$ cat src/logic/pps_cfg.svh
// Constants for the printer port pin block.
// Assumes inclusion by the package and by design modules by bare name.
`ifndef PPS_CFG_SVH
`define PPS_CFG_SVH

// -----------------------------------------------------------------
// Widths, reset values, bit levels and synchroniser bit indices
// -----------------------------------------------------------------
`define PPS_DATA_W       8
`define PPS_DATA_RST     8'h00
`define PPS_LINE_IDLE    1'h1
`define PPS_BIT_CLR      1'h0
`define PPS_BIT_SET      1'h1
`define PPS_SYNC_RST     2'h3
`define PPS_SYNC_MSB     1
`define PPS_SYNC_LSB     0

`endif

$ cat src/logic/pps_pkg.sv
// Types shared by the printer port pin block.
// Assumes pps_cfg.svh is on the include path.
`include "pps_cfg.svh"

package pps_pkg;
   // -----------------------------------------------------------------
   // Port operating modes
   // -----------------------------------------------------------------
   typedef enum logic {
      PPS_MODE_STD_COMPAT,
      PPS_MODE_OTHER
   } pps_mode_t;

   // Strobe sequencer states
   typedef enum logic [1:0] {
      PPS_ST_IDLE,
      PPS_ST_SETUP,
      PPS_ST_PULSE,
      PPS_ST_HOLD
   } pps_state_t;

   typedef logic [`PPS_DATA_W-1:0] pps_byte_t;
endpackage

$ cat src/logic/pps_stat_if.sv
// Synchronised status lines passed from the synchroniser to the top.
// Assumes a single clock domain on both sides.
`timescale 1ns/1ps
`include "pps_cfg.svh"

interface pps_stat_if;
   logic            selected;
   logic            paperOut;
   logic            notReady;
   logic            doneN;
   logic            errorN;
   pps_pkg::pps_byte_t dataIn;

   modport src (output selected, paperOut, notReady, doneN, errorN, dataIn);
   modport dst (input selected, paperOut, notReady, doneN, errorN, dataIn);
endinterface

$ cat src/logic/pps_port.sv
// Printer port pin signalling: controls out, status in, irq follow.
// Assumes user side logic on core_clk; pins asynchronous, open drain
// resolved outside (oe high means pulled low / driven).
//
// Contract
// - Compat mode with irq enabled: irq follows done
// - Strobe open-drain low; peripheral latches on rise
// - Auto feed open-drain, low requests continuous feed
// - Choose control open-drain, low selects peripheral
// - Host irq open-drain, low while condition present
`timescale 1ns/1ps
`include "pps_cfg.svh"

module pps_port (
   input  wire logic                   core_clk,
   input  wire logic                   nrst,
   // User side
   input  wire logic                   modeOther,
   input  wire logic                   irqEnable,
   input  wire logic                   dirReceive,
   input  wire logic                   sendReq,
   input  wire logic [`PPS_DATA_W-1:0] sendByte,
   input  wire logic                   autoFeedReq,
   input  wire logic                   periphResetReq,
   input  wire logic                   periphChooseReq,
   output logic                        sendBusy,
   output logic                        statSelected,
   output logic                        statPaperEmpty,
   output logic                        statNotReady,
   output logic                        statFault,
   output logic                        statDoneEvt,
   output logic [`PPS_DATA_W-1:0]      rxByte,
   // Pins
   input  wire logic                   peripheral_selected,
   input  wire logic                   paper_out,
   input  wire logic                   peripheral_not_ready,
   input  wire logic                   transfer_done_n,
   input  wire logic                   error_report_n,
   input  wire logic [`PPS_DATA_W-1:0] print_data_bus_in,
   output logic [`PPS_DATA_W-1:0]      print_data_bus_out,
   output logic [`PPS_DATA_W-1:0]      print_data_bus_oe,
   output logic                        data_latch_pulse_n_out,
   output logic                        data_latch_pulse_n_oe,
   output logic                        auto_line_feed_n_out,
   output logic                        auto_line_feed_n_oe,
   output logic                        peripheral_reset_n_out,
   output logic                        peripheral_reset_n_oe,
   output logic                        peripheral_choose_n_out,
   output logic                        peripheral_choose_n_oe,
   output logic                        host_irq_n_out,
   output logic                        host_irq_n_oe
);
   pps_stat_if stat ();

   // -----------------------------------------------------------------
   // Input synchronisers
   // -----------------------------------------------------------------
   pps_sync uSync (
      .core_clk             (core_clk),
      .nrst                 (nrst),
      .peripheral_selected  (peripheral_selected),
      .paper_out            (paper_out),
      .peripheral_not_ready (peripheral_not_ready),
      .transfer_done_n      (transfer_done_n),
      .error_report_n       (error_report_n),
      .print_data_bus_in    (print_data_bus_in),
      .stat                 (stat.src)
   );

   // -----------------------------------------------------------------
   // Strobe sequencer state
   // -----------------------------------------------------------------
   pps_pkg::pps_state_t state_ff;
   pps_pkg::pps_state_t nxt_state;
   pps_pkg::pps_byte_t  dataOut_ff;
   pps_pkg::pps_byte_t  nxt_dataOut;
   pps_pkg::pps_mode_t  mode;
   logic                strobeOe_ff;
   logic                nxt_strobeOe;
   logic                busy_ff;
   logic                nxt_busy;

   assign mode = modeOther ? pps_pkg::PPS_MODE_OTHER : pps_pkg::PPS_MODE_STD_COMPAT;

   // Setup, pulse and hold each one cycle; byte stays on the bus
   // past the rising edge so the peripheral latches stable data
   always_comb begin
      nxt_state    = state_ff;
      nxt_dataOut  = dataOut_ff;
      nxt_strobeOe = `PPS_BIT_CLR;
      nxt_busy     = busy_ff;
      case (state_ff)
         pps_pkg::PPS_ST_IDLE: begin
            // Held off while peripheral reports not ready
            if (sendReq && !dirReceive && !stat.notReady) begin
               nxt_dataOut = sendByte;
               nxt_busy    = `PPS_BIT_SET;
               nxt_state   = pps_pkg::PPS_ST_SETUP;
            end else begin
               nxt_busy = `PPS_BIT_CLR;
            end
         end
         pps_pkg::PPS_ST_SETUP: begin
            nxt_strobeOe = `PPS_BIT_SET;
            nxt_state    = pps_pkg::PPS_ST_PULSE;
         end
         pps_pkg::PPS_ST_PULSE: begin
            nxt_state = pps_pkg::PPS_ST_HOLD;
         end
         pps_pkg::PPS_ST_HOLD: begin
            nxt_busy  = `PPS_BIT_CLR;
            nxt_state = pps_pkg::PPS_ST_IDLE;
         end
         default: begin
            nxt_state = pps_pkg::PPS_ST_IDLE;
         end
      endcase
   end

   always_ff @(posedge core_clk or negedge nrst) begin
      if (!nrst) begin
         state_ff    <= pps_pkg::PPS_ST_IDLE;
         dataOut_ff  <= `PPS_DATA_RST;
         strobeOe_ff <= `PPS_BIT_CLR;
         busy_ff     <= `PPS_BIT_CLR;
      end else begin
         state_ff    <= nxt_state;
         dataOut_ff  <= nxt_dataOut;
         strobeOe_ff <= nxt_strobeOe;
         busy_ff     <= nxt_busy;
      end
   end

   // -----------------------------------------------------------------
   // Control, status and irq registers
   // -----------------------------------------------------------------
   logic                       dataOe_ff, nxt_dataOe;
   logic                       feedOe_ff, nxt_feedOe;
   logic                       initOe_ff, nxt_initOe;
   logic                       chooseOe_ff, nxt_chooseOe;
   logic                       irqOe_ff, nxt_irqOe;
   logic                       sel_ff, nxt_sel;
   logic                       paper_ff, nxt_paper;
   logic                       notRdy_ff, nxt_notRdy;
   logic                       fault_ff, nxt_fault;
   logic                       doneDly_ff, nxt_doneDly;
   logic                       doneEvt_ff, nxt_doneEvt;
   logic [`PPS_DATA_W-1:0]     rx_ff, nxt_rx;

   // Open-drain controls: enable high pulls the line low
   always_comb begin
      nxt_dataOe   = !dirReceive;
      nxt_feedOe   = autoFeedReq;
      nxt_initOe   = periphResetReq;
      nxt_chooseOe = periphChooseReq;
      // Irq follows the synchronised done level, one cycle late
      nxt_irqOe    = (mode == pps_pkg::PPS_MODE_STD_COMPAT) && irqEnable
                     && !stat.doneN;
      nxt_sel      = stat.selected;
      nxt_paper    = stat.paperOut;
      nxt_notRdy   = stat.notReady;
      nxt_fault    = !stat.errorN;
      nxt_doneDly  = stat.doneN;
      nxt_doneEvt  = doneDly_ff && !stat.doneN;
      nxt_rx       = dirReceive ? stat.dataIn : rx_ff;
   end

   // Idle everything released, so the peripheral sees no glitch
   always_ff @(posedge core_clk or negedge nrst) begin
      if (!nrst) begin
         dataOe_ff   <= `PPS_BIT_CLR;
         feedOe_ff   <= `PPS_BIT_CLR;
         initOe_ff   <= `PPS_BIT_CLR;
         chooseOe_ff <= `PPS_BIT_CLR;
         irqOe_ff    <= `PPS_BIT_CLR;
         sel_ff      <= `PPS_BIT_CLR;
         paper_ff    <= `PPS_BIT_CLR;
         notRdy_ff   <= `PPS_BIT_CLR;
         fault_ff    <= `PPS_BIT_CLR;
         doneDly_ff  <= `PPS_LINE_IDLE;
         doneEvt_ff  <= `PPS_BIT_CLR;
         rx_ff       <= `PPS_DATA_RST;
      end else begin
         dataOe_ff   <= nxt_dataOe;
         feedOe_ff   <= nxt_feedOe;
         initOe_ff   <= nxt_initOe;
         chooseOe_ff <= nxt_chooseOe;
         irqOe_ff    <= nxt_irqOe;
         sel_ff      <= nxt_sel;
         paper_ff    <= nxt_paper;
         notRdy_ff   <= nxt_notRdy;
         fault_ff    <= nxt_fault;
         doneDly_ff  <= nxt_doneDly;
         doneEvt_ff  <= nxt_doneEvt;
         rx_ff       <= nxt_rx;
      end
   end

   // -----------------------------------------------------------------
   // Outputs, all from flip-flops; open-drain outs are constant low
   // -----------------------------------------------------------------
   assign sendBusy                = busy_ff;
   assign statSelected            = sel_ff;
   assign statPaperEmpty          = paper_ff;
   assign statNotReady            = notRdy_ff;
   assign statFault               = fault_ff;
   assign statDoneEvt             = doneEvt_ff;
   assign rxByte                  = rx_ff;
   assign print_data_bus_out      = dataOut_ff;
   assign print_data_bus_oe       = {`PPS_DATA_W{dataOe_ff}};
   assign data_latch_pulse_n_out  = `PPS_BIT_CLR;
   assign data_latch_pulse_n_oe   = strobeOe_ff;
   assign auto_line_feed_n_out    = `PPS_BIT_CLR;
   assign auto_line_feed_n_oe     = feedOe_ff;
   assign peripheral_reset_n_out  = `PPS_BIT_CLR;
   assign peripheral_reset_n_oe   = initOe_ff;
   assign peripheral_choose_n_out = `PPS_BIT_CLR;
   assign peripheral_choose_n_oe  = chooseOe_ff;
   assign host_irq_n_out          = `PPS_BIT_CLR;
   assign host_irq_n_oe           = irqOe_ff;
endmodule // pps_port

$ cat src/logic/pps_sync.sv
// Two-flop synchronisers for all printer port inputs.
// Assumes pins are asynchronous to core_clk.
`timescale 1ns/1ps
`include "pps_cfg.svh"

module pps_sync (
   input  wire logic                   core_clk,
   input  wire logic                   nrst,
   input  wire logic                   peripheral_selected,
   input  wire logic                   paper_out,
   input  wire logic                   peripheral_not_ready,
   input  wire logic                   transfer_done_n,
   input  wire logic                   error_report_n,
   input  wire logic [`PPS_DATA_W-1:0] print_data_bus_in,
   pps_stat_if.src                     stat
);
   localparam int NLINE = `PPS_DATA_W + 5;

   logic [NLINE-1:0] rawIn;
   logic [NLINE-1:0] syncOut;

   assign rawIn = {print_data_bus_in, error_report_n, transfer_done_n,
                   peripheral_not_ready, paper_out, peripheral_selected};

   // -----------------------------------------------------------------
   // One synchroniser per line; first stage feeds only the second
   // -----------------------------------------------------------------
   for (genvar i = 0; i < NLINE; i++) begin : gSync
      logic [1:0] sync_ff;
      logic [1:0] nxt_sync;
      // Shift toward the second stage
      always_comb begin
         nxt_sync = {sync_ff[`PPS_SYNC_LSB], rawIn[i]};
      end
      // Idle high matches the pull-ups on the pins
      always_ff @(posedge core_clk or negedge nrst) begin
         if (!nrst) begin
            sync_ff <= `PPS_SYNC_RST;
         end else begin
            sync_ff <= nxt_sync;
         end
      end
      assign syncOut[i] = sync_ff[`PPS_SYNC_MSB];
   end

   assign stat.selected = syncOut[0];
   assign stat.paperOut = syncOut[1];
   assign stat.notReady = syncOut[2];
   assign stat.doneN    = syncOut[3];
   assign stat.errorN   = syncOut[4];
   assign stat.dataIn   = syncOut[NLINE-1:5];
endmodule // pps_sync

$ cat config.mk
export PLATFORM = sky130hd
export DESIGN_NAME = pps_port
export DESIGN_NICKNAME = d
export VERILOG_FILES = /design/src/logic/pps_pkg.sv /design/src/logic/pps_stat_if.sv /design/src/logic/pps_port.sv /design/src/logic/pps_sync.sv
export VERILOG_INCLUDE_DIRS = /design/src /design/src/logic
export SDC_FILE = /design/constraint.sdc
export NUM_CORES = 1
export LEC_CHECK = 0
export BUFFER_PORTS_ARGS = -buffer_cell sky130_fd_sc_hd__buf_2
export CAP_MARGIN = 20
export CORE_ASPECT_RATIO = 0.7
export CORE_UTILIZATION = 30
export DETAILED_ROUTE_END_ITERATION = 8
export GPL_TIMING_DRIVEN = 0
export SYNTH_ARGS = -nofsm -noshare
export SYNTH_HDL_FRONTEND = slang
export SYNTH_HIERARCHICAL = 1
export SYNTH_SLANG_ARGS = --single-unit
$ cat constraint.sdc
create_clock -name core_clk -period 2.2 [get_ports core_clk]
set_clock_uncertainty 0.2 [all_clocks]
set_input_delay 0.55 -clock core_clk [delete_from_list [all_inputs] [get_ports core_clk]]
set_output_delay 0.55 -clock core_clk [all_outputs]
set_load 0.02 [all_outputs]
==> impl_metrics.yaml <==
timing:
  finalHoldViolations: 0
  period_needed_ns: 1.83
  setup_viol: 0
  fin_crit_sh_pct: 83.4
  report.final.slew_viol_count: 0
  rsz0062_at_grt: "false"
  slew_headroom_pct: 50.6
  tightest_slew_ns: 0.741
  fmax_mhz: 545
  fin_tns_setup_ns: 0
  fin_ws_ns: 0.365
global_route:
  grt_pass1_vias: 1062
  grt_start_max_net_pins: 34
  globalRouteOverflowTotal: 0
  grt_pass1_wl_um: 4980
  grt_usage_pct: 10.1
  antenna_found_initial: 0
worst_setup_path:
  slowest_delay_ns: 0.45
  reg2regPathDepth: 5
  arrival_ns: 1.08
  cp-start-kind: "flop"
  rrSetupSlack_ns: 0.40
  required_ns: 1.45
  worstSetupEndpointType: "primary output"
  timing.rr.end: "print_data_bus_out[2]"
  worst-path-max-fanout: 8
  criticalPathCategory: "flop to primary output"
  cp_cell_sequence: "buf_4, buf_2"
  crit_slowest_cell: "dfrtp_1"
  r2r-start: "state_ff[0]"
  endpoint: "print_data_bus_oe[0]"
  critPathLaunch: "dataOe_ff"
synth:
  ys_warn_count: 6
  ys.flop_type: "dfrtp_1"
  postSynth.asyncResetShare_pct: 100
  ys_top_cells_by_count: "dfrtp_1 (30), dfstp_2 (27), buf_4 (21), mux2_2 (16)"
  syn_area_um2: 1970
  ys_types: 19
  seq_area_frac_synth_pct: 74.2
  synth_seq_cells: 57
  syn_inst: 116
  synth_top_area_cell: "dfrtp_1"
  synth_edf_count: 0
  synth_area_leaders: "dfrtp_1 (38%), dfstp_2 (36%), mux2_2 (9.2%), buf_4 (8.0%), ha_1 (2.5%)"
  yosysMostFrequentCell: "dfrtp_1"
  synth_top_cell_area_share_pct: 38.1
  syn_area_per_cell_um2: 17.0
floorplan:
  dieArea_um2: 6890
  io_pins: 70
  rows: 24
  die_x_um: 98.8
  die_h_um: 69.8
  start_util_pct: 31.4
  core-area_um2: 6280
placement:
  dp_cells: 263
  dp_hpwl_um: 2130
  gp_congestion: 0.665
  port_buffers: 64
  dpl_worst_slack_ns: 0.414
  place_area_um2: 2430
pwr:
  pwr_density_cell_nw_per_um2: 1130
  ir_worst_vdd_mv: 0.497
  total_power_uw: 3010
  p_leak_uw: 0.00129
flow_run:
  maxCapViolCount: 0
final_layout:
  final_nets: 230
  area_growth_pct: 35.1
  layout-drive-gt1-share_pct: 73.6
  fin_area_um2: 2660
  diodes: 0
  multi_input_area_um2: 334
  fillers: 586
  final_cells: 279
  ff_latch_area_um2: 1460
route:
  viasPerCell: 3.90
  routed_wl_um: 3010
  drt-initial-drc-count: 23
  drc: 0
  num_vias: 1087
  ant_nets: 0
  dr.pass1.iters: 3
  wire_per_inst_um: 10.8
cts:
  clock_sinks: 57
  cts_inserted_buffers: 9
  root_buffer: "clkbuf_8"
  cts_setup_buffers: 0
  worstSkewPairLatency_ns: 0.33
  cts_resized: 0
  htree_levels: 3
  clkTransAtPathRegs_ns: 0.06
  clock_path_buffers: 2
  postCtsHoldBufs: 0
  cts_tree: "built"
status:
  status: "finished, final reports clean"
min_path:
  hp-class: "primary input to asynchronous set/reset pin"
==> logic make-up after synthesis <==
family / Yosys count / synth area share [%]
flops: 57 / 74.2
buf+inv: 27 / 9.60
compound gates: 3 / 1.21
other cells: 1 / 0.191
fa+ha+maj: 4 / 2.54
simple gates: 8 / 3.11
mux: 16 / 9.15
==> how the worst min path moves through the flow <==
stage,start,end,slack (ns),depth (start not counted)
after global routing,transfer_done_n,uSync/gSync[3].sync_ff[0],0.08,1
after CTS,nrst,peripheral_reset_n_oe,0.09,1
after floorplan,nrst,auto_line_feed_n_oe,0.05,0
after global placement,uSync/gSync[1].sync_ff[0],uSync/gSync[1].sync_ff[1],0.15,0
final,nrst,peripheral_reset_n_oe,0.08,1
after detailed placement,uSync/gSync[0].sync_ff[0],uSync/gSync[0].sync_ff[1],0.15,0
==> layout by cell type (no fill, tap or decap), drive strengths merged, types with 2 or more instances in the layout <==
cell / synthesis / final
bufinv: 0 / 2
clkinvlp: 0 / 2
dfstp: 27 / 27
mux2: 16 / 16
conb: 1 / 5
clkbuf: 0 / 12
ha: 4 / 4
nor2b: 2 / 2
inv: 4 / 4
dfrtp: 30 / 30
buf: 23 / 88
==> critical path, delay by kind of cell (launching register included) <==
kind | cells | cell delay, ns
buffers and inverters | 2 | 0.31
flip-flops | 1 | 0.45
==> layer usage <==
layer	global-route usage, %	share of wire [%]
met5	0	0
met4	5.97	1.8
met3	6.65	11
met2	13.8	42
met1	11.6	45
==> layout make-up <==
cell class / instances / area share [%]
sequential: 57 / 54.9
timing repair buffer: 65 / 13.1
multi-input combinational: 36 / 12.6
buffer: 23 / 6.54
clock buffer: 12 / 5.84
tap: 78 / 3.67
clock inverter: 4 / 2.82
inverter: 4 / 0.565
==> per-stage QoR <==
stage | util, % | hold WS, ns
2_1_floorplan | - | 0.0544
3_3_place_gp | 38.3 | 0.145
3_5_place_dp | 38.7 | 0.147
4_1_cts | 42.4 | 0.0904
5_1_grt | 42.4 | 0.0826
6_report | 42.4 | 0.0820
==> registers in the layout (all words and copies together), names as in the netlist, 2 cells and up <==
signal               flops
uSync/gSync.sync_ff     26
print_data_bus_out       8
state_ff                 2
rxByte                   8
==> power by group <==
part           internal, µW  total [µW]  switching, µW
logic                   271         610            338
registers              1230        1300           76.9
clock network           699        1090            396
Power figures use the tool's default switching activity.
